**config.mk**
```make
export PLATFORM = sky130hd
export DESIGN_NAME = cfa_access_ctrl
export DESIGN_NICKNAME = d
export VERILOG_FILES = /design/src/cfa_pkg.sv /design/src/cfa_cond_if.sv /design/src/cfa_access_ctrl.sv /design/src/cfa_level_eval.sv
export VERILOG_INCLUDE_DIRS = /design/src /design/src/src
export SDC_FILE = /design/constraint.sdc
export NUM_CORES = 1
export LEC_CHECK = 0
export BUFFER_PORTS_ARGS = -buffer_cell sky130_fd_sc_hd__buf_2
export CORE_AREA = 2 2 368 370
export DETAILED_ROUTE_END_ITERATION = 16
export DIE_AREA = 0 0 370 372
export PLACE_DENSITY = 0.34
export SLEW_MARGIN = 20
export SYNTH_ARGS = -nofsm -noshare
export SYNTH_HDL_FRONTEND = slang
export SYNTH_SLANG_ARGS = --single-unit
```
**constraint.sdc**
```tcl
create_clock -name clock_i -period 41.7 [get_ports clock_i]
set_input_delay 4.17 -clock clock_i [delete_from_list [all_inputs] [get_ports clock_i]]
set_output_delay 4.17 -clock clock_i [all_outputs]
set_load 0.01 [all_outputs]
```
**src/cfa_regs.svh**
```systemverilog
// Constants for the card file access control block
`ifndef CFA_REGS_SVH
`define CFA_REGS_SVH
`define CFA_LVL_ALWAYS 4'h0
`define CFA_LVL_CODE1 4'h1
`define CFA_LVL_CODE2 4'h2
`define CFA_LVL_RSVD 4'h3
`define CFA_LVL_ADM_LO 4'h4
`define CFA_LVL_ADM_HI 4'hE
`define CFA_LVL_NEVER 4'hF
`define CFA_ID_ROOT 8'h3F
`define CFA_ID_DIR 8'h7F
`define CFA_ID_EF_ROOT 8'h2F
`define CFA_ID_EF_DIR 8'h6F
`define CFA_ID_ROOT_FULL 16'h3F00
`define CFA_DIR_NET 8'h20
`define CFA_DIR_TEL 8'h10
`define CFA_DIR_ALT 8'h21
`define CFA_NIB_ADM 4'h4
`define CFA_NIB_OP2 4'h2
`define CFA_NIB_OP1 4'h1
`define CFA_EF_ADM1 8'h01
`define CFA_NIB_ADME 4'hE
`define CFA_RANDOM_CHALLENGE_BITS 128
`define CFA_KEY_BITS 128
`define CFA_SIGNED_RESPONSE_BITS 32
`define CFA_CK_BITS 64
`define CFA_RESP_BYTES 12
`define CFA_CMD_W 4
`define CFA_RP_UNDEF 8'h00
`define CFA_RESP_DIR 2'h1
`define CFA_RESP_EF 2'h2
`define CFA_NCLS 5
`define CFA_CLS_READ 3'h0
`define CFA_CLS_UPD 3'h1
`define CFA_CLS_INC 3'h2
`define CFA_CLS_INV 3'h3
`define CFA_CLS_REH 3'h4
`endif

```
**src/cfa_pkg.sv**
```systemverilog
// Types shared by the card file access control block
package cfa_pkg;
   typedef enum logic [3:0] {
      CFA_CMD_SELECT = 4'h0,
      CFA_CMD_STATUS = 4'h1,
      CFA_CMD_READ_BIN = 4'h2,
      CFA_CMD_UPD_BIN = 4'h3,
      CFA_CMD_READ_REC = 4'h4,
      CFA_CMD_UPD_REC = 4'h5,
      CFA_CMD_SEEK = 4'h6,
      CFA_CMD_INCREASE = 4'h7,
      CFA_CMD_INVALIDATE = 4'h8,
      CFA_CMD_REHAB = 4'h9,
      CFA_CMD_CODE_VERIFY = 4'hA,
      CFA_CMD_CODE_UNBLOCK = 4'hB,
      CFA_CMD_AUTH = 4'hC
   } cfa_cmd_type;
   typedef enum logic [1:0] {
      CFA_ST_TRANSPARENT = 2'h0,
      CFA_ST_LINEAR = 2'h1,
      CFA_ST_CYCLIC = 2'h3
   } cfa_struct_type;
   typedef enum logic [1:0] {
      CFA_K_ROOT = 2'h0,
      CFA_K_DIR = 2'h1,
      CFA_K_EF = 2'h2,
      CFA_K_BAD = 2'h3
   } cfa_kind_type;
   typedef enum logic [1:0] {
      CFA_FSM_IDLE = 2'h0,
      CFA_FSM_CHECK = 2'h1,
      CFA_FSM_ANSWER = 2'h2
   } cfa_fsm_type;
endpackage

```
**src/cfa_cond_if.sv**
```systemverilog
// Interface carrying access-condition queries between the checker and its evaluator
`timescale 1ns/1ps
`default_nettype none
interface cfa_cond_if;
   logic [3:0] level;
   logic code1_ok;
   logic code2_ok;
   logic [14:0] adm_map;
   logic granted;
   modport checker_mp (output level, output code1_ok, output code2_ok, output adm_map,
      input granted);
   modport eval_mp (input level, input code1_ok, input code2_ok, input adm_map,
      output granted);
endinterface
`default_nettype wire

```
**src/cfa_access_ctrl.sv**
```systemverilog
// Card file access control: selection, condition checks, responses
`timescale 1ns/1ps
`default_nettype none
module cfa_access_ctrl
   import cfa_pkg::*;
#(
   parameter int unsigned NREC_W = 8
)
(
   input wire logic clock_i,
   input wire logic arst_n_i,
   // Command from the terminal side, same clock domain
   input wire logic cmd_valid_i,
   input wire logic [3:0] cmd_code_i,
   input wire logic [15:0] cmd_fid_i,
   // Header of the addressed file, looked up outside
   input wire logic [1:0] file_struct_i,
   input wire logic [19:0] file_acc_i,
   input wire logic file_invalid_i,
   input wire logic [15:0] file_size_i,
   input wire logic [7:0] file_reclen_i,
   input wire logic [NREC_W-1:0] file_last_upd_i,
   input wire logic [15:0] dir_free_i,
   // Holder-code status from the verification logic
   input wire logic code1_good_i,
   input wire logic code1_unblock_i,
   input wire logic code1_disabled_i,
   input wire logic code1_blocked_i,
   input wire logic code2_good_i,
   input wire logic code2_unblock_i,
   input wire logic code2_blocked_i,
   input wire logic code2_init_i,
   input wire logic [14:0] adm_grant_i,
   // Authentication values
   input wire logic [127:0] random_challenge_i,
   input wire logic [127:0] secret_key_i,
   input wire logic [95:0] auth_result_i,
   // Answers
   output logic resp_valid_o,
   output logic resp_ok_o,
   output logic [1:0] resp_kind_o,
   output logic [15:0] resp_fid_o,
   output logic [15:0] resp_size_o,
   output logic [19:0] resp_acc_o,
   output logic resp_invalid_o,
   output logic [1:0] resp_struct_o,
   output logic [7:0] resp_reclen_o,
   output logic [3:0] resp_code_info_o,
   output logic resp_reserved_o,
   output logic resp_admin_id_o,
   output logic [15:0] cur_dir_o,
   output logic [15:0] cur_ef_o,
   output logic cur_ef_valid_o,
   output logic [NREC_W-1:0] rec_ptr_o,
   output logic rec_ptr_valid_o,
   output logic auth_start_o,
   output logic [255:0] auth_in_o,
   output logic [95:0] auth_out_o
);
`include "cfa_regs.svh"

   //////////////////////////////////////////////////////////////////////////////////////////
   // Reset release through two flip-flops
   logic rst_s1_q;
   logic rst_s2_q;
   always_ff @(posedge clock_i or negedge arst_n_i) begin
      if (!arst_n_i) begin
         rst_s1_q <= 1'b0;
         rst_s2_q <= 1'b0;
      end else begin
         rst_s1_q <= 1'b1;
         rst_s2_q <= rst_s1_q;
      end
   end
   wire logic rst_n;
   assign rst_n = rst_s2_q;

   //////////////////////////////////////////////////////////////////////////////////////////
   // Session holder-code flags; card reset clears them
   logic c1_sat_q;
   logic c2_sat_q;
   always_ff @(posedge clock_i or negedge rst_n) begin
      if (!rst_n) begin
         c1_sat_q <= 1'b0;
         c2_sat_q <= 1'b0;
      end else begin
         // Blocking wins: rights lapse the moment the code blocks
         c1_sat_q <= !code1_blocked_i && (c1_sat_q | code1_good_i | code1_unblock_i);
         c2_sat_q <= !code2_blocked_i && (c2_sat_q | code2_good_i | code2_unblock_i);
      end
   end
   // Flags are global, not per directory, so every directory sees them
   wire logic code1_ok;
   wire logic code2_ok;
   assign code1_ok = (c1_sat_q | code1_disabled_i) && !code1_blocked_i;
   assign code2_ok = c2_sat_q && !code2_blocked_i && code2_init_i;

   //////////////////////////////////////////////////////////////////////////////////////////
   // Command and file decoding
   cfa_cmd_type cmd;
   assign cmd = cfa_cmd_type'(cmd_code_i);
   wire logic [7:0] fid_hi;
   wire logic [7:0] fid_lo;
   assign fid_hi = cmd_fid_i[15:8];
   assign fid_lo = cmd_fid_i[7:0];
   cfa_kind_type sel_kind;
   assign sel_kind = (fid_hi == `CFA_ID_ROOT) ? CFA_K_ROOT :
      (fid_hi == `CFA_ID_DIR) ? CFA_K_DIR :
      ((fid_hi == `CFA_ID_EF_ROOT) || (fid_hi == `CFA_ID_EF_DIR)) ? CFA_K_EF :
      CFA_K_BAD;
   wire logic [7:0] dir_lo;
   assign dir_lo = cur_dir_o[7:0];
   // Reserved identifier classification
   wire logic dir_adm;
   wire logic dir_op;
   assign dir_adm = (fid_lo[7:4] == `CFA_NIB_ADM);
   assign dir_op = (fid_lo == `CFA_DIR_TEL) || (fid_lo[7:4] == `CFA_NIB_OP2);
   wire logic in_adm_dir;
   wire logic in_ops_dir;
   wire logic in_root;
   assign in_adm_dir = (dir_lo[7:4] == `CFA_NIB_ADM);
   assign in_ops_dir = (dir_lo == `CFA_DIR_TEL) || (dir_lo[7:4] == `CFA_NIB_OP2);
   assign in_root = (cur_dir_o == `CFA_ID_ROOT_FULL);
   wire logic ef_adm;
   wire logic ef_op;
   assign ef_adm = ((fid_hi == `CFA_ID_EF_DIR) && in_adm_dir) ||
      ((fid_hi == `CFA_ID_EF_DIR) && (fid_lo[7:4] == `CFA_NIB_OP1) &&
      ((dir_lo == `CFA_DIR_TEL) || (dir_lo == `CFA_DIR_NET) || (dir_lo == `CFA_DIR_ALT))) ||
      ((fid_hi == `CFA_ID_EF_ROOT) && in_root &&
      ((fid_lo == `CFA_EF_ADM1) || (fid_lo[7:4] == `CFA_NIB_ADME)));
   assign ef_op = ((fid_hi == `CFA_ID_EF_DIR) && in_ops_dir &&
      (fid_lo[7:4] >= `CFA_NIB_OP2) && (fid_lo[7:4] <= `CFA_NIB_ADM)) ||
      ((fid_hi == `CFA_ID_EF_ROOT) && in_root && (fid_lo[7:4] == `CFA_NIB_OP1));
   wire logic sel_adm;
   wire logic sel_rsv;
   assign sel_adm = (sel_kind == CFA_K_DIR) ? dir_adm : ef_adm;
   assign sel_rsv = (sel_kind == CFA_K_DIR) ? (dir_adm | dir_op) : (ef_adm | ef_op);

   //////////////////////////////////////////////////////////////////////////////////////////
   // Structure check and condition-nibble choice for commands on the current file
   cfa_struct_type st;
   assign st = cfa_struct_type'(file_struct_i);
   wire logic is_tr;
   wire logic is_lf;
   wire logic is_cy;
   assign is_tr = (st == CFA_ST_TRANSPARENT);
   assign is_lf = (st == CFA_ST_LINEAR);
   assign is_cy = (st == CFA_ST_CYCLIC);
   logic struct_ok;
   logic [2:0] cls;
   always_comb begin
      struct_ok = 1'b0;
      cls = `CFA_CLS_READ;
      case (cmd)
         CFA_CMD_READ_BIN: begin
            struct_ok = is_tr;
            cls = `CFA_CLS_READ;
         end
         CFA_CMD_UPD_BIN: begin
            struct_ok = is_tr;
            cls = `CFA_CLS_UPD;
         end
         CFA_CMD_READ_REC: begin
            struct_ok = is_lf | is_cy;
            cls = `CFA_CLS_READ;
         end
         CFA_CMD_UPD_REC: begin
            struct_ok = is_lf | is_cy;
            cls = `CFA_CLS_UPD;
         end
         CFA_CMD_SEEK: begin
            struct_ok = is_lf;
            cls = `CFA_CLS_READ;
         end
         CFA_CMD_INCREASE: begin
            struct_ok = is_cy;
            cls = `CFA_CLS_INC;
         end
         CFA_CMD_INVALIDATE: begin
            struct_ok = 1'b1;
            cls = `CFA_CLS_INV;
         end
         CFA_CMD_REHAB: begin
            struct_ok = 1'b1;
            cls = `CFA_CLS_REH;
         end
         default: begin
            struct_ok = 1'b0;
            cls = `CFA_CLS_READ;
         end
      endcase
   end
   // One nibble per class taken from the current file's header
   logic [3:0] nib [`CFA_NCLS];
   genvar gi;
   generate
      for (gi = 0; gi < `CFA_NCLS; gi++) begin : g_nib
         assign nib[gi] = file_acc_i[4*gi +: 4];
      end
   endgenerate

   cfa_cond_if cond_bus ();
   assign cond_bus.level = nib[cls];
   assign cond_bus.code1_ok = code1_ok;
   assign cond_bus.code2_ok = code2_ok;
   assign cond_bus.adm_map = adm_grant_i;
   cfa_level_eval u_eval (
      .cond(cond_bus.eval_mp)
   );

   //////////////////////////////////////////////////////////////////////////////////////////
   // Overall decision for the request
   wire logic is_file_cmd;
   wire logic is_code2_cmd;
   wire logic grant;
   assign is_file_cmd = (cmd >= CFA_CMD_READ_BIN) && (cmd <= CFA_CMD_REHAB);
   assign is_code2_cmd = ((cmd == CFA_CMD_CODE_VERIFY) || (cmd == CFA_CMD_CODE_UNBLOCK))
      && cmd_fid_i[0];
   // Directories have no current elementary file, hence no conditions to test
   assign grant = ((cmd == CFA_CMD_SELECT) && (sel_kind != CFA_K_BAD)) ||
      (cmd == CFA_CMD_STATUS) ||
      (is_file_cmd && cur_ef_valid_o && struct_ok && cond_bus.granted) ||
      (((cmd == CFA_CMD_CODE_VERIFY) || (cmd == CFA_CMD_CODE_UNBLOCK)) &&
      !(is_code2_cmd && !code2_init_i)) ||
      (cmd == CFA_CMD_AUTH);

   //////////////////////////////////////////////////////////////////////////////////////////
   // Selection state, record pointer and answer registers
   always_ff @(posedge clock_i or negedge rst_n) begin
      if (!rst_n) begin
         cur_dir_o <= `CFA_ID_ROOT_FULL;
         cur_ef_o <= 16'h0000;
         cur_ef_valid_o <= 1'b0;
         rec_ptr_o <= '0;
         rec_ptr_valid_o <= 1'b0;
      end else if (cmd_valid_i && grant && (cmd == CFA_CMD_SELECT)) begin
         if (sel_kind == CFA_K_EF) begin
            cur_ef_o <= cmd_fid_i;
            cur_ef_valid_o <= 1'b1;
            rec_ptr_o <= is_cy ? file_last_upd_i : '0;
            rec_ptr_valid_o <= is_cy;
         end else begin
            cur_dir_o <= cmd_fid_i;
            cur_ef_valid_o <= 1'b0;
            rec_ptr_valid_o <= 1'b0;
         end
      end
   end

   // Answer fields registered one cycle after the request
   always_ff @(posedge clock_i or negedge rst_n) begin
      if (!rst_n) begin
         resp_valid_o <= 1'b0;
         resp_ok_o <= 1'b0;
         resp_kind_o <= 2'h0;
         resp_fid_o <= 16'h0000;
         resp_size_o <= 16'h0000;
         resp_acc_o <= 20'h00000;
         resp_invalid_o <= 1'b0;
         resp_struct_o <= 2'h0;
         resp_reclen_o <= 8'h00;
         resp_code_info_o <= 4'h0;
         resp_reserved_o <= 1'b0;
         resp_admin_id_o <= 1'b0;
      end else begin
         resp_valid_o <= cmd_valid_i;
         resp_ok_o <= cmd_valid_i && grant;
         if (cmd_valid_i && grant && (cmd == CFA_CMD_SELECT) && (sel_kind == CFA_K_EF)) begin
            resp_kind_o <= `CFA_RESP_EF;
            resp_fid_o <= cmd_fid_i;
            resp_size_o <= file_size_i;
            resp_acc_o <= file_acc_i;
            resp_invalid_o <= file_invalid_i;
            resp_struct_o <= file_struct_i;
            resp_reclen_o <= is_tr ? 8'h00 : file_reclen_i;
            resp_reserved_o <= sel_rsv;
            resp_admin_id_o <= sel_adm;
         end else if (cmd_valid_i && grant &&
            ((cmd == CFA_CMD_SELECT) || (cmd == CFA_CMD_STATUS))) begin
            resp_kind_o <= `CFA_RESP_DIR;
            resp_fid_o <= (cmd == CFA_CMD_STATUS) ? cur_dir_o : cmd_fid_i;
            resp_size_o <= dir_free_i;
            resp_code_info_o <= {code2_init_i, code1_disabled_i, c1_sat_q, c2_sat_q};
            resp_reserved_o <= (cmd == CFA_CMD_SELECT) && sel_rsv;
            resp_admin_id_o <= (cmd == CFA_CMD_SELECT) && sel_adm;
         end
      end
   end

   //////////////////////////////////////////////////////////////////////////////////////////
   // Authentication: challenge plus key out, 12-byte result back
   always_ff @(posedge clock_i or negedge rst_n) begin
      if (!rst_n) begin
         auth_start_o <= 1'b0;
         auth_in_o <= '0;
         auth_out_o <= '0;
      end else begin
         auth_start_o <= cmd_valid_i && (cmd == CFA_CMD_AUTH);
         if (cmd_valid_i && (cmd == CFA_CMD_AUTH)) begin
            auth_in_o <= {random_challenge_i, secret_key_i};
         end
         auth_out_o <= auth_result_i;
      end
   end

   //////////////////////////////////////////////////////////////////////////////////////////
   // Checks
   a_never_refused: assert property (@(posedge clock_i) disable iff (!rst_n)
      (cmd_valid_i && is_file_cmd && nib[cls] == `CFA_LVL_NEVER) |=> !resp_ok_o)
      else $error("never level granted");
   a_rsvd_refused: assert property (@(posedge clock_i) disable iff (!rst_n)
      (cmd_valid_i && is_file_cmd && nib[cls] == `CFA_LVL_RSVD) |=> !resp_ok_o)
      else $error("reserved level granted");
   a_status_ok: assert property (@(posedge clock_i) disable iff (!rst_n)
      (cmd_valid_i && cmd == CFA_CMD_STATUS) |=> (resp_ok_o && resp_kind_o == `CFA_RESP_DIR))
      else $error("status refused");
   a_block_lose: assert property (@(posedge clock_i) disable iff (!rst_n)
      code1_blocked_i |=> !c1_sat_q)
      else $error("code one kept after block");
   a_c2_uninit: assert property (@(posedge clock_i) disable iff (!rst_n)
      (cmd_valid_i && is_code2_cmd && !code2_init_i) |=> !resp_ok_o)
      else $error("uninitialised code two accepted");
   a_status_keeps_ef: assert property (@(posedge clock_i) disable iff (!rst_n)
      (cmd_valid_i && cmd == CFA_CMD_STATUS) |=> $stable(cur_ef_o) && $stable(cur_ef_valid_o))
      else $error("status changed current file");
   a_lin_undef: assert property (@(posedge clock_i) disable iff (!rst_n)
      (cmd_valid_i && cmd == CFA_CMD_SELECT && sel_kind == CFA_K_EF && is_lf)
      |=> !rec_ptr_valid_o)
      else $error("linear pointer left defined");
   a_seek_lin: assert property (@(posedge clock_i) disable iff (!rst_n)
      (cmd_valid_i && cmd == CFA_CMD_SEEK && !is_lf) |=> !resp_ok_o)
      else $error("search on non-linear file");
endmodule
`default_nettype wire

```
**src/cfa_level_eval.sv**
```systemverilog
// Access-condition level evaluator: one nibble in, grant out
`timescale 1ns/1ps
`default_nettype none
module cfa_level_eval
   import cfa_pkg::*;
(
   cfa_cond_if.eval_mp cond
);
`include "cfa_regs.svh"
   wire logic is_always;
   wire logic is_c1;
   wire logic is_c2;
   wire logic is_adm;
   // Each level stands alone; passing code two never opens a code one gate
   assign is_always = (cond.level == `CFA_LVL_ALWAYS);
   assign is_c1 = (cond.level == `CFA_LVL_CODE1) && cond.code1_ok;
   assign is_c2 = (cond.level == `CFA_LVL_CODE2) && cond.code2_ok;
   // Administrative levels follow a per-level grant set by the issuer
   assign is_adm = (cond.level >= `CFA_LVL_ADM_LO) && (cond.level <= `CFA_LVL_ADM_HI)
      && cond.adm_map[cond.level];
   // Reserved and never levels fall through to refusal
   assign cond.granted = is_always | is_c1 | is_c2 | is_adm;
endmodule
`default_nettype wire

```
## Yosys cells after proc, flatten, opt, wreduce, memory -nomap -nowiden

Index checks and enable logic that the tools add are counted.

| operators by class | value |
|---|---|
| bitwise operators | 14 |
| magnitude comparators | 8 |
| muxes and demuxes | 27 |
| reduce and logical (&&, ||, !) cells | 63 |
| eq/ne operators | 35 |

Operator list:

| kind | number |
|---|---|
| $mux 16 | 5 |
| $logic_and 1x1->1 | 33 |
| $eq 8x6->1 const B | 4 |
| $eq 4x3->1 const B | 6 |
| $eq 4x4->1 const B | 6 |
| $eq 4x2->1 const B | 5 |
| $eq 16x14->1 const B | 1 |
| $eq 8x5->1 const B | 2 |
| $eq 8x7->1 const B | 2 |
| $mux 8 | 2 |
| $logic_or 1x1->1 | 15 |
| $bmux 4 s3 | 1 |
| $eq 4x1->1 const B | 3 |
| $pmux 3 s4 | 1 |
| $or 1x1->1 | 11 |
| $mux 1 | 10 |
| $eq 8x1->1 const B | 1 |
| $ge 4x2->1 const B | 2 |
| $le 4x4->1 const B | 2 |
| $logic_not 4->1 | 2 |
| $mux 2 | 4 |
| $mux 4 | 2 |
| $reduce_or 2->1 | 4 |
| $reduce_and 2->1 | 3 |
| other kinds (14) | 20 |

| storage, ports and cells | value |
|---|---|
| register bits | 472 |
| output and inout bits | 468 |
| word-level logic and storage cells | 171 |
| input port bits | 469 |

## Logic depth before layout (Yosys ltp)

Gate-level depths: netlist (run 1).

| logic depth | value |
|---|---|
| word-level depth | 21 |
| depth in mapped cells | 10 |
| depth with buffers taken out | 8 |

## Cells and area by module

Synthesis (run 1) repeated with hierarchy kept, for this count alone.

| unflattened totals | value |
|---|---|
| cells, all modules | 1195 |
| area total of the unflattened synthesis | 17256.6 um^2 |

Modules (own cells, without submodules):

| module | sequential area each (um^2) | times used | cells an instance | area each (um^2) |
|---|---|---|---|---|
| cfa_access_ctrl | 11818.8 | 1 | 1178 | 17122.7 |
| cfa_level_eval | 0.0 | 1 | 17 | 133.9 |

## Least setup slack after synthesis (run 1)

OpenSTA, ideal clock, no wires.

| timing path | value |
|---|---|
| path type | input -> register |
| start | input cmd_fid_i[11] |
| end | register cur_dir_o[14] |
| path slack | 35673 ps |
| stages on the path | 7 |
| buffers on the path | 2 |
| required time | 41575 ps |
| library setup time | 125 ps |
| data arrival time | 5903 ps |
| cell sequence | nand4_1 -> nor3b_1 -> o211ai_1 -> clkbuf_1 -> nor3b_2 -> buf_2 -> mux2_2 |

| between the ends | value |
|---|---|
| word-level cells in the longest chain between the ends | 14 |
| elaborated cells between the ends (all ways) | 19 |
| those cells by class | 6 x eq/ne; 3 x mux; 1 x bitwise; 9 x reduce/logical |

Ends and longest elaborated chain:

| element | line | RTL |
|---|---|---|
| from (decl) | cfa_access_ctrl.sv:15 | `input wire logic [15:0] cmd_fid_i,` |
| $eq 8x6->1 (no line) or $eq 8x7->1 (tied branches) | n/a |  |
| $logic_or 1x1->1 | cfa_access_ctrl.sv:109 | `` ((fid_hi == `CFA_ID_EF_ROOT) \|\| (fid_hi == `CFA_ID_EF_DIR)) ? CFA_K_EF : `` |
| $mux 1 | cfa_access_ctrl.sv:109 |  |
| $mux 2 | cfa_access_ctrl.sv:108 | `` (fid_hi == `CFA_ID_DIR) ? CFA_K_DIR : `` |
| $mux 2 (*) | cfa_access_ctrl.sv:107 | `` assign sel_kind = (fid_hi == `CFA_ID_ROOT) ? CFA_K_ROOT : `` |
| $ne 2x2->1 | cfa_access_ctrl.sv:220 | `assign grant = ((cmd == CFA_CMD_SELECT) && (sel_kind != CFA_K_BAD)) \|\|` |
| $logic_and 1x1->1 | cfa_access_ctrl.sv:220 |  |
| $logic_or 1x1->1 | cfa_access_ctrl.sv:220 |  |
| $logic_or 1x1->1 | cfa_access_ctrl.sv:221 | `(cmd == CFA_CMD_STATUS) \|\|` |
| $logic_or 1x1->1 | cfa_access_ctrl.sv:222 | `(is_file_cmd && cur_ef_valid_o && struct_ok && cond_bus.granted) \|\|` |
| $logic_or 1x1->1 | cfa_access_ctrl.sv:224 | `!(is_code2_cmd && !code2_init_i)) \|\|` |
| $logic_and 1x1->1 (2 in a row) | cfa_access_ctrl.sv:236 | `end else if (cmd_valid_i && grant && (cmd == CFA_CMD_SELECT)) begin` |
| $reduce_and 2->1 (no line) (*) | n/a |  |
| to (signal assigned) | cfa_access_ctrl.sv:231 | `` cur_dir_o <= `CFA_ID_ROOT_FULL; `` |
| to (signal assigned) | cfa_access_ctrl.sv:243 | `cur_dir_o <= cmd_fid_i;` |
| to (decl) | cfa_access_ctrl.sv:51 | `output logic [15:0] cur_dir_o,` |

Mark *: on every way between the ends. The rest lies on a longest branch, timed or not.
A chain may end at the register's enable or synchronous reset.

## Worst setup path in the final report (run 1)

| timing path | value |
|---|---|
| start | input cmd_code_i[0] |
| end | register auth_in_o[130] |

| between the ends | value |
|---|---|
| word-level cells in the longest chain between the ends | 2 |

Ends and longest elaborated chain:

| element | line | RTL |
|---|---|---|
| from (decl) | cfa_access_ctrl.sv:14 | `input wire logic [3:0] cmd_code_i,` |
| $eq 4x4->1 | cfa_access_ctrl.sv:299 | `if (cmd_valid_i && (cmd == CFA_CMD_AUTH)) begin` |
| $logic_and 1x1->1 | cfa_access_ctrl.sv:299 |  |
| to (signal assigned) | cfa_access_ctrl.sv:300 | `auth_in_o <= {random_challenge_i, secret_key_i};` |
| to (decl) | cfa_access_ctrl.sv:57 | `output logic [255:0] auth_in_o,` |

Every way passes these cells.

==> summary by stage, run 1 <==
Logic synthesis
After synthesis the cells add up to 17,300 sq um. A synthesized cell averages 15.0 sq um. The portion of the post-synthesis area used by sequential elements is 0.682.

The yosys synthesis warning count is 0. Summed over all instances, the cell type with the most area after synthesis is sky130_fd_sc_hd__dfrtp_1. After synthesis the netlist holds a flip-flop and latch count of between 400 and 500. The net count after synthesis is 1,624. Counting distinct cell types in the post-synthesis netlist gives 62. The async set-reset flop share out of synthesis is 1.00. The most used flip-flop cell after synthesis is sky130_fd_sc_hd__dfrtp_1. By area the synthesized netlist is led by sky130_fd_sc_hd__dfrtp_1, sky130_fd_sc_hd__mux2_2, sky130_fd_sc_hd__o21ai_0, sky130_fd_sc_hd__nand2_1, sky130_fd_sc_hd__mux2i_1. Sorting the synthesized cells by how often they occur yields sky130_fd_sc_hd__dfrtp_1, sky130_fd_sc_hd__mux2_2, sky130_fd_sc_hd__nand2_1.

The number of enable-type register cells in the synthesized netlist is 0. The most numerous cell in the Yosys netlist is sky130_fd_sc_hd__dfrtp_1. The post-synthesis instance total is 1,155. The area share of the largest cell type after synthesis is 0.672.

Routing
The first-pass iteration count of the detailed router is 4. The aggregate routed wire length is 82,100 microns. The number of remaining DRC errors is 0. The detailed router placed 13,300 vias in this run. After detailed routing, the number of vias per cell comes to between 3 and 4. The count of nets left with antenna violations once routing finished came out at 0. The per-cell routed wire length is between 20 and 25 microns.

The first routing iteration left about 560 violations.

Setup path
The classification of the worst setup path is in -> reg. On the critical path, the stage with the largest delay is an instance of sky130_fd_sc_hd__and4_4. The critical path goes through buf_2 -> buf_4 -> inv_2 -> and4_4 -> buf_12 -> buf_4 -> buf_4 -> mux2_2. The worst register-to-register path begins at rst_n$_DFF_PN0_. In this design, the critical path's most frequently occurring cell is sky130_fd_sc_hd__buf_4. The kind of end point of the critical path is a flip-flop.

The data required time at the worst endpoint is roughly 42,000 ps. Along the worst path, the maximum fanout reaches about 110. The reg-to-reg endpoint is auth_in_o[207]$_DFFE_PN0P_. The number of cells on the worst reg-to-reg path is 2.

The register-to-register path setup slack is between 30,000 and 40,000 ps. The nature of the critical path startpoint is an input pin. Broken down by cell family, the worst path's largest delay share belongs to buffers and inverters. The critical path contains buffers and inverters numbering 6 combined. The endpoint arrival time on the critical path is about 8400 ps. On the worst path, the slowest cell contributes a delay of ~800 ps.

Cells and area
The final-stage net count is 2,572. The layout overhead on the synthesized area is 51.3%. In the final layout, the share of cells above drive strength 1 is 0.637. Measured on the finished design, the core utilization comes to 0.195.

Floorplanning
The floorplan has about 140 rows. The floorplan step set the die height to around 370 microns. The I/O pin count is about 940. The core footprint is between 100,000 and 150,000 sq um.

The die is 370 microns wide. The effective utilization at floorplan is 0.129. The area enclosed by the die boundary is roughly 140,000 sq um.

Global route
The initial antenna violation count was 40. The number of global-route vias before repair is about 14,000. Entering global routing, the biggest net connects approximately 140 pins.

Across every metal layer, demand over resource in global routing totals 0.113. Summed over all layers, the global routing overflow is 0. The first global-routing pass estimated approximately 110,000 microns of wire.

Timing
Static timing analysis puts the maximum clock frequency at 127 MHz. The max-slew headroom at the worst pin is 0.253. For the final database, setup skew stands at between 15 and 20 ps. After layout, the worst setup slack is around 34,000 ps. The max-slew violation total from the final report is 0.

After routing, the total negative slack on setup checks comes to 0 ps. Setup violations remaining at the end of the flow were counted as 0. Setup repair after global routing left no endpoint under its margin.

At the pin with the least slew margin, the transition time is 1110 ps. The number of endpoints with negative hold slack in the final report is 0. The clock period could shrink to ~7800 ps.

The final-layout worst hold slack is between 300 and 400 ps. The final cycle utilization of the critical path is 0.188.

Clock network
The CTS buffer count is 61. The number of H-tree branching levels is 2. In this run, post-CTS hold repair placed 0 buffers.

The register clock-pin slew on the reported worst setup and hold paths is 60 ps. The clock tree from TritonCTS is done. The TritonCTS sink count is ~470. The number of buffers on the longest clock path is 3. In this run the clock root is driven by a sky130_fd_sc_hd__clkbuf_16.

The clock reaches the later pin of the worst-skew pair after ~650 ps. The number of setup buffers added after CTS is 0. Gates resized during post-CTS repair numbered 0.

Placed design
The post-placement worst setup slack is around 33,000 ps. The count of buffers inserted at the top-level ports is about 930. The congestion estimate from routability-driven global placement came to between 0.7 and 0.8. After legalization and detailed placement, the total HPWL measured 65,000 microns.

Min path
The number of cells on the worst hold path is 0. The hold-critical path endpoint is rst_n$_DFF_PN0_. The worst min-delay path class is reg -> reg. In this run the most critical hold path is launched from rst_s1_q$_DFF_PN0_.

Pwr
For this design the static power due to leakage is 12.9 nW. The post-route total power is approximately 0.0014 W. In this run the power density over the cells is between 50 and 60 nW/um^2. The largest voltage drop on the vdd net is 0.0294 mV.

Flow run
The number of max-cap violations is 0.

Outcome
The flow ran to the end, and the final reports show no timing, DRC or antenna violations.
## metal layers
| layer | vias to the layer above | part of all wire | GRT usage |
|---|---|---|---|
| met4 | 14 | 0.026 | 0.0306 |
| met1 | 6581 | 0.38 | 0.130 |
| li1 | 5981 | - | - |
| met3 | 138 | 0.10 | 0.0480 |
| met2 | 611 | 0.49 | 0.190 |
| met5 | - | 0.0011 | 0 |
## worst max-delay path by stage
stage	depth (start not counted)	endpoint	slack, ps	start
2_1_floorplan	0	auth_in_o[0]$_DFFE_PN0P_	27580	rst_n$_DFF_PN0_
3_5_place_dp	8	auth_in_o[174]$_DFFE_PN0P_	33040	cmd_code_i[0]
4_1_cts	8	auth_in_o[141]$_DFFE_PN0P_	33810	cmd_code_i[0]
3_3_place_gp	8	auth_in_o[173]$_DFFE_PN0P_	33010	cmd_code_i[0]
5_1_grt	8	auth_in_o[140]$_DFFE_PN0P_	33620	cmd_code_i[0]
6_report	8	auth_in_o[130]$_DFFE_PN0P_	33850	cmd_code_i[0]
## sequential cells by signal, indices dropped and copies added (netlist names), 2 cells and up
signal            cells
auth_in_o           256
resp_kind_o           2
resp_acc_o           20
resp_struct_o         2
resp_size_o          16
cur_ef_o             16
cur_dir_o            16
auth_out_o           96
resp_code_info_o      4
rec_ptr_o             8
resp_fid_o           16
resp_reclen_o         8
## cells in the final DEF (no fill, tap or decap), types with 4 or more instances in the layout
cell type and n:
sky130_fd_sc_hd__a21oi_1 17, sky130_fd_sc_hd__and3_1 10, sky130_fd_sc_hd__buf_2 932, sky130_fd_sc_hd__buf_4 13
sky130_fd_sc_hd__bufinv_16 6, sky130_fd_sc_hd__clkbuf_1 14, sky130_fd_sc_hd__clkbuf_16 62, sky130_fd_sc_hd__clkbuf_8 15
sky130_fd_sc_hd__clkinv_2 8, sky130_fd_sc_hd__dfrtp_1 465, sky130_fd_sc_hd__dfstp_2 6, sky130_fd_sc_hd__diode_2 9
sky130_fd_sc_hd__inv_1 5, sky130_fd_sc_hd__mux2_2 297, sky130_fd_sc_hd__mux2i_1 27, sky130_fd_sc_hd__nand2_1 76
sky130_fd_sc_hd__nand2b_1 10, sky130_fd_sc_hd__nand3_1 12, sky130_fd_sc_hd__nand3b_1 4, sky130_fd_sc_hd__nand4_1 4
sky130_fd_sc_hd__nand4b_1 4, sky130_fd_sc_hd__nor2_1 20, sky130_fd_sc_hd__nor2b_1 4, sky130_fd_sc_hd__nor3_1 6
sky130_fd_sc_hd__o21ai_0 61, sky130_fd_sc_hd__or2_2 7
## per-stage QoR
step | cell area, sq um | cells
final | 26200 | 3941
after global routing | 26200 | 3936
after CTS | 26200 | 3932
after detailed placement | 24100 | 3821
after global placement | 24100 | 3821
after floorplan | 17300 | 1155
## cells by family after synthesis
logic type / after synthesis / synth area share
adders and majority gates: 3 / 0.00173
xor gates and xnor gates: 1 / 0.000505
buffers and inverters: 68 / 0.0176
and+or+nand+nor: 180 / 0.0532
DFF: 472 / 0.682
muxes: 325 / 0.210
other: 1 / 0.000216
AOI/OAI and AO/OA: 105 / 0.0354
## cell type report
cell class                      instances  area [sq um]
Clock buffer                           91          1810
Antenna cell                            9          22.5
Multi-Input combinational cell        615          5250
Fill cell                           14800        108000
Timing Repair Buffer                  947          4800
Tap cell                             1781          2230
Sequential cell                       472         11800
Clock inverter                         20           277
Inverter                                6          22.5
## report_power, final
group	internal [W]	leakage, nW	switching, W	total (W)
registers	0.000532	5.85	0.0000461	0.000579
clock network	0.000335	1.02	0.000219	0.000554
logic	0.000117	6.08	0.000135	0.000252
total	0.000984	12.9	0.000400	0.00138
Note: power is estimated with default switching activity, not from simulation.
==> inputs of run 2 (changes only) <==
- CORE_AREA: 2 2 368 370 -> 2 2 369 371
- DIE_AREA: 0 0 370 372 -> 0 0 371 373
- PLACE_DENSITY: 0.34 -> 0.35
- clock period: 41.7 -> 7.1 ns (I/O delays scaled with it)
==> run 2 against run 1 <==
Worst hold slack worse by 190 ps. Cell area up 0.21%. Worst setup slack worse by 30000 ps.
==> summary by stage, run 2 (synthesis gave the netlist of run 1 again) <==
Clock network
The TritonCTS sink count is 472 (unchanged). The CTS buffer count is 60 (-1.6%). The post-cts gate resize count was 0 (unchanged). The clock tree from TritonCTS is done. The latest clock arrival within the worst-skew pair is 650 ps (about the same). The register clock-pin slew on the reported worst setup and hold paths was 60 ps (about the same).

The number of H-tree branching levels is 2 (unchanged). CTS placed an instance of sky130_fd_sc_hd__clkbuf_16 at the clock tree root. The number of buffers on the longest clock path is 3 (unchanged). The post-cts hold buffer count is 1 (+1). The number of setup buffers added after CTS is 0 (unchanged).

Setup path
The launch point of the worst reg-to-reg path is cur_dir_o[12]$_DFFE_PN1P_. The kind of end point of the critical path is a flip-flop. The sum of buffers and inverters on the critical path is 3 (-3). By startpoint and endpoint, the worst setup path is classified as in -> reg.

The largest fanout of any net on the critical path is 116 (+1.8%). The endpoint identified for the worst register-to-register timing path is resp_reserved_o$_DFFE_PN0P_. The data required time at the worst endpoint is 7620 ps (-34,610 ps).

The gate family responsible for the most delay along the worst path is buffers and inverters. The worst setup path startpoint is cmd_code_i[0]. On the critical path, the stage with the largest delay is an instance of sky130_fd_sc_hd__and4_4. The worst setup path is launched from an input pin. The signal on the critical path passes through buf_2 -> inv_2 -> and4_4 -> buf_12 -> mux2_2. The length in cells of the worst reg-to-reg path was 8 (+6). The cell count along the critical path came to 5 (-3). The register-to-register path setup slack is 5030 ps (-34,100 ps). The largest stage delay on the critical path was 650 ps (-130 ps).

The endpoint arrival time on the critical path is 3430 ps (-4940 ps). The worst setup path endpoint is auth_in_o[186]$_DFFE_PN0P_.

Floorplanning
The core footprint is 135,000 sq um (+0.25%). The area enclosed by the die boundary is 138,000 sq um (+0.54%). The standard-cell row count is 135 (unchanged). The I/O pin count was 937 (unchanged). The overall die width was 371 microns (+0.27%). The floorplan die height is 373 microns (+0.27%).

The effective utilization at floorplan is 0.129 (-0.000324).

Pwr
The power density relative to cell area is 308 nW/um^2 (+480%). The leakage power figure is 13.0 nW (+0.15%). The largest voltage drop on the vdd net is 0.175 mV (+490%).

Cells and area
The filler cell count was 14,900 (+0.10%). The fraction of final layout cells sized beyond drive strength 1 is 0.638 (about the same). The area growth from synthesis to layout is 51.6%. The largest registers in the layout are auth_in_o x256, auth_out_o x96, resp_acc_o x20.

The number of flip-flops in the largest register was 256 (unchanged). Leaving out fill and tap cells, the most frequent cell in the layout is sky130_fd_sc_hd__buf_2. The number of standard cells in the final layout excluding fillers is 3,940 (-0.025%). The register bank with the most flops is auth_in_o.

The final-stage net count is 2,570 (-0.078%). The top cell types in the final layout, fill and taps aside, are sky130_fd_sc_hd__buf_2, sky130_fd_sc_hd__dfrtp_1, sky130_fd_sc_hd__mux2_2.

Routing
The sum of routed wire segments on met1 is 29,400 microns (-6.6%). The aggregate routed wire length is 76,900 microns (-6.4%). Signal routing reaches up to met5.

The via-per-instance ratio is 3.33 (-1.6%). The via count of the routed design was 13,100 (-1.6%). The number of remaining DRC errors is 0 (unchanged). The first-pass iteration count of the detailed router was 4 (unchanged).

The violation count after the first detailed-route iteration was 479 (-14%). The per-cell routed wire length was 19.5 microns (-6.3%). The routed length on met3 came to 6140 microns (-25%). The sum of met2 wire segment lengths after detailed routing is 39,000 microns (-2.7%). The post-route antenna net violation count is 0 (unchanged).

Timing
The worst clock skew was 21.4 ps (+4.34 ps). The setup TNS after final layout came to 0 ps (unchanged). The number of setup violations in the final report is 0 (unchanged). The number of endpoints with negative hold slack in the final report is 0 (unchanged). Setup repair after global routing left no endpoint under its margin. The max-slew violation total from the final report is 0 (unchanged).

In the finished design, the share of the clock period the worst path needs comes to 0.410. The max-slew headroom at the worst pin is 0.332 (+0.0793). The pin slew with the least headroom to its limit is 1000 ps (-113 ps). The maximum operating frequency is approximately 340 MHz. For the finished layout, the period the worst path requires is 2910 ps.

Global route
The global-route total usage across every layer is 0.107 (-0.00586). The number of global-route vias before repair is 13,900 (+2.3%). The total congestion overflow after global routing is 0 (unchanged). The maximum number of pins on one net before global-route repair is 139 (-3.5%).

The wire length of the first global-routing pass is 106,000 microns (-3.2%). The initial antenna violation count is 17 (-57%).

Placed design
The count of buffers inserted at the top-level ports is 932 (unchanged). The routability congestion estimate came to 0.782 (+5.2%). The placed wire-length estimate is 60,600 microns (-6.7%). The cell count after placement is 3,819 (-0.052%).

Outcome
The flow ran to the end, and the final reports show no timing, DRC or antenna violations.

Min path
In this run the worst hold path is classified as in -> reg.

Flow run
The number of max-cap violations is 0 (unchanged).
==> run 2: cell count changes in the layout (fill, tap and decap cells not counted), sizes merged <==
cell | before | now
clkbuf | 91 | 89
clkinv | 11 | 12
dlygate4sd3 | 0 | 1
buf | 947 | 945
inv | 6 | 9
diode | 9 | 7
==> run 2: worst min path at each step <==
stage / startpoint / slack (ps) / end / cells after the start
CTS: auth_result_i[22] / 90 / auth_out_o[22]$_DFF_PN0_ / 1
global placement: rst_s1_q$_DFF_PN0_ / 330 / rst_n$_DFF_PN0_ / 0
finish: auth_result_i[79] / 160 / auth_out_o[79]$_DFF_PN0_ / 1
global route: auth_result_i[85] / 110 / auth_out_o[85]$_DFF_PN0_ / 1
detailed placement: rst_s1_q$_DFF_PN0_ / 340 / rst_n$_DFF_PN0_ / 0
floorplan: rst_s1_q$_DFF_PN0_ / 330 / rst_n$_DFF_PN0_ / 0
==> run 2: worst reg2reg max path, stage by stage (launching register included) <==
cell,delay (ps)
sky130_fd_sc_hd__dfstp_2,670
sky130_fd_sc_hd__nand4_1,180
sky130_fd_sc_hd__nor4b_2,250
sky130_fd_sc_hd__buf_4,220
sky130_fd_sc_hd__nand4_1,140
sky130_fd_sc_hd__nor2_1,160
sky130_fd_sc_hd__nand4b_1,120
sky130_fd_sc_hd__nand3_1,120
sky130_fd_sc_hd__a32o_1,160
==> run 2: final cells by class <==
cell class | count | area, sq um | area share
Antenna cell | 7 | 17.5 | 0.000666
Clock buffer | 89 | 1790 | 0.0682
Clock inverter | 24 | 325 | 0.0124
Inverter | 6 | 22.5 | 0.000857
Multi-Input combinational cell | 615 | 5250 | 0.200
Sequential cell | 472 | 11800 | 0.450
Tap cell | 1781 | 2230 | 0.0848
Timing Repair Buffer | 946 | 4830 | 0.184
==> run 2: routing by layer <==
layer | global-route usage | vias to the layer above
met3 | 0.0331 | 114
li1 | - | 5981
met4 | 0.0364 | 8
met1 | 0.121 | 6458
met2 | 0.189 | 545
met5 | 0 | -
==> run 2: stage by stage <==
step                      hold slack [ps]  setup WS, ps   util  cell area (sq um)  total power (W)
after CTS                            85.6          4190  0.195              26300          0.00832
after floorplan                       331          2490      -              17300          0.00404
final                                 161          4190  0.195              26300          0.00810
after detailed placement              340          3470  0.179              24100          0.00496
after global placement                333          3480  0.179              24100          0.00495
after global routing                  109          3990  0.195              26300          0.00854
==> run 2: where the power goes <==
| group | switching [W] | internal (W) | leakage, nW |
|---|---|---|---|
| sequential | 0.000255 | 0.00313 | 5.85 |
| clock | 0.00129 | 0.00196 | 1.03 |
| combinational | 0.000781 | 0.000687 | 6.08 |
| total | 0.00232 | 0.00578 | 13.0 |
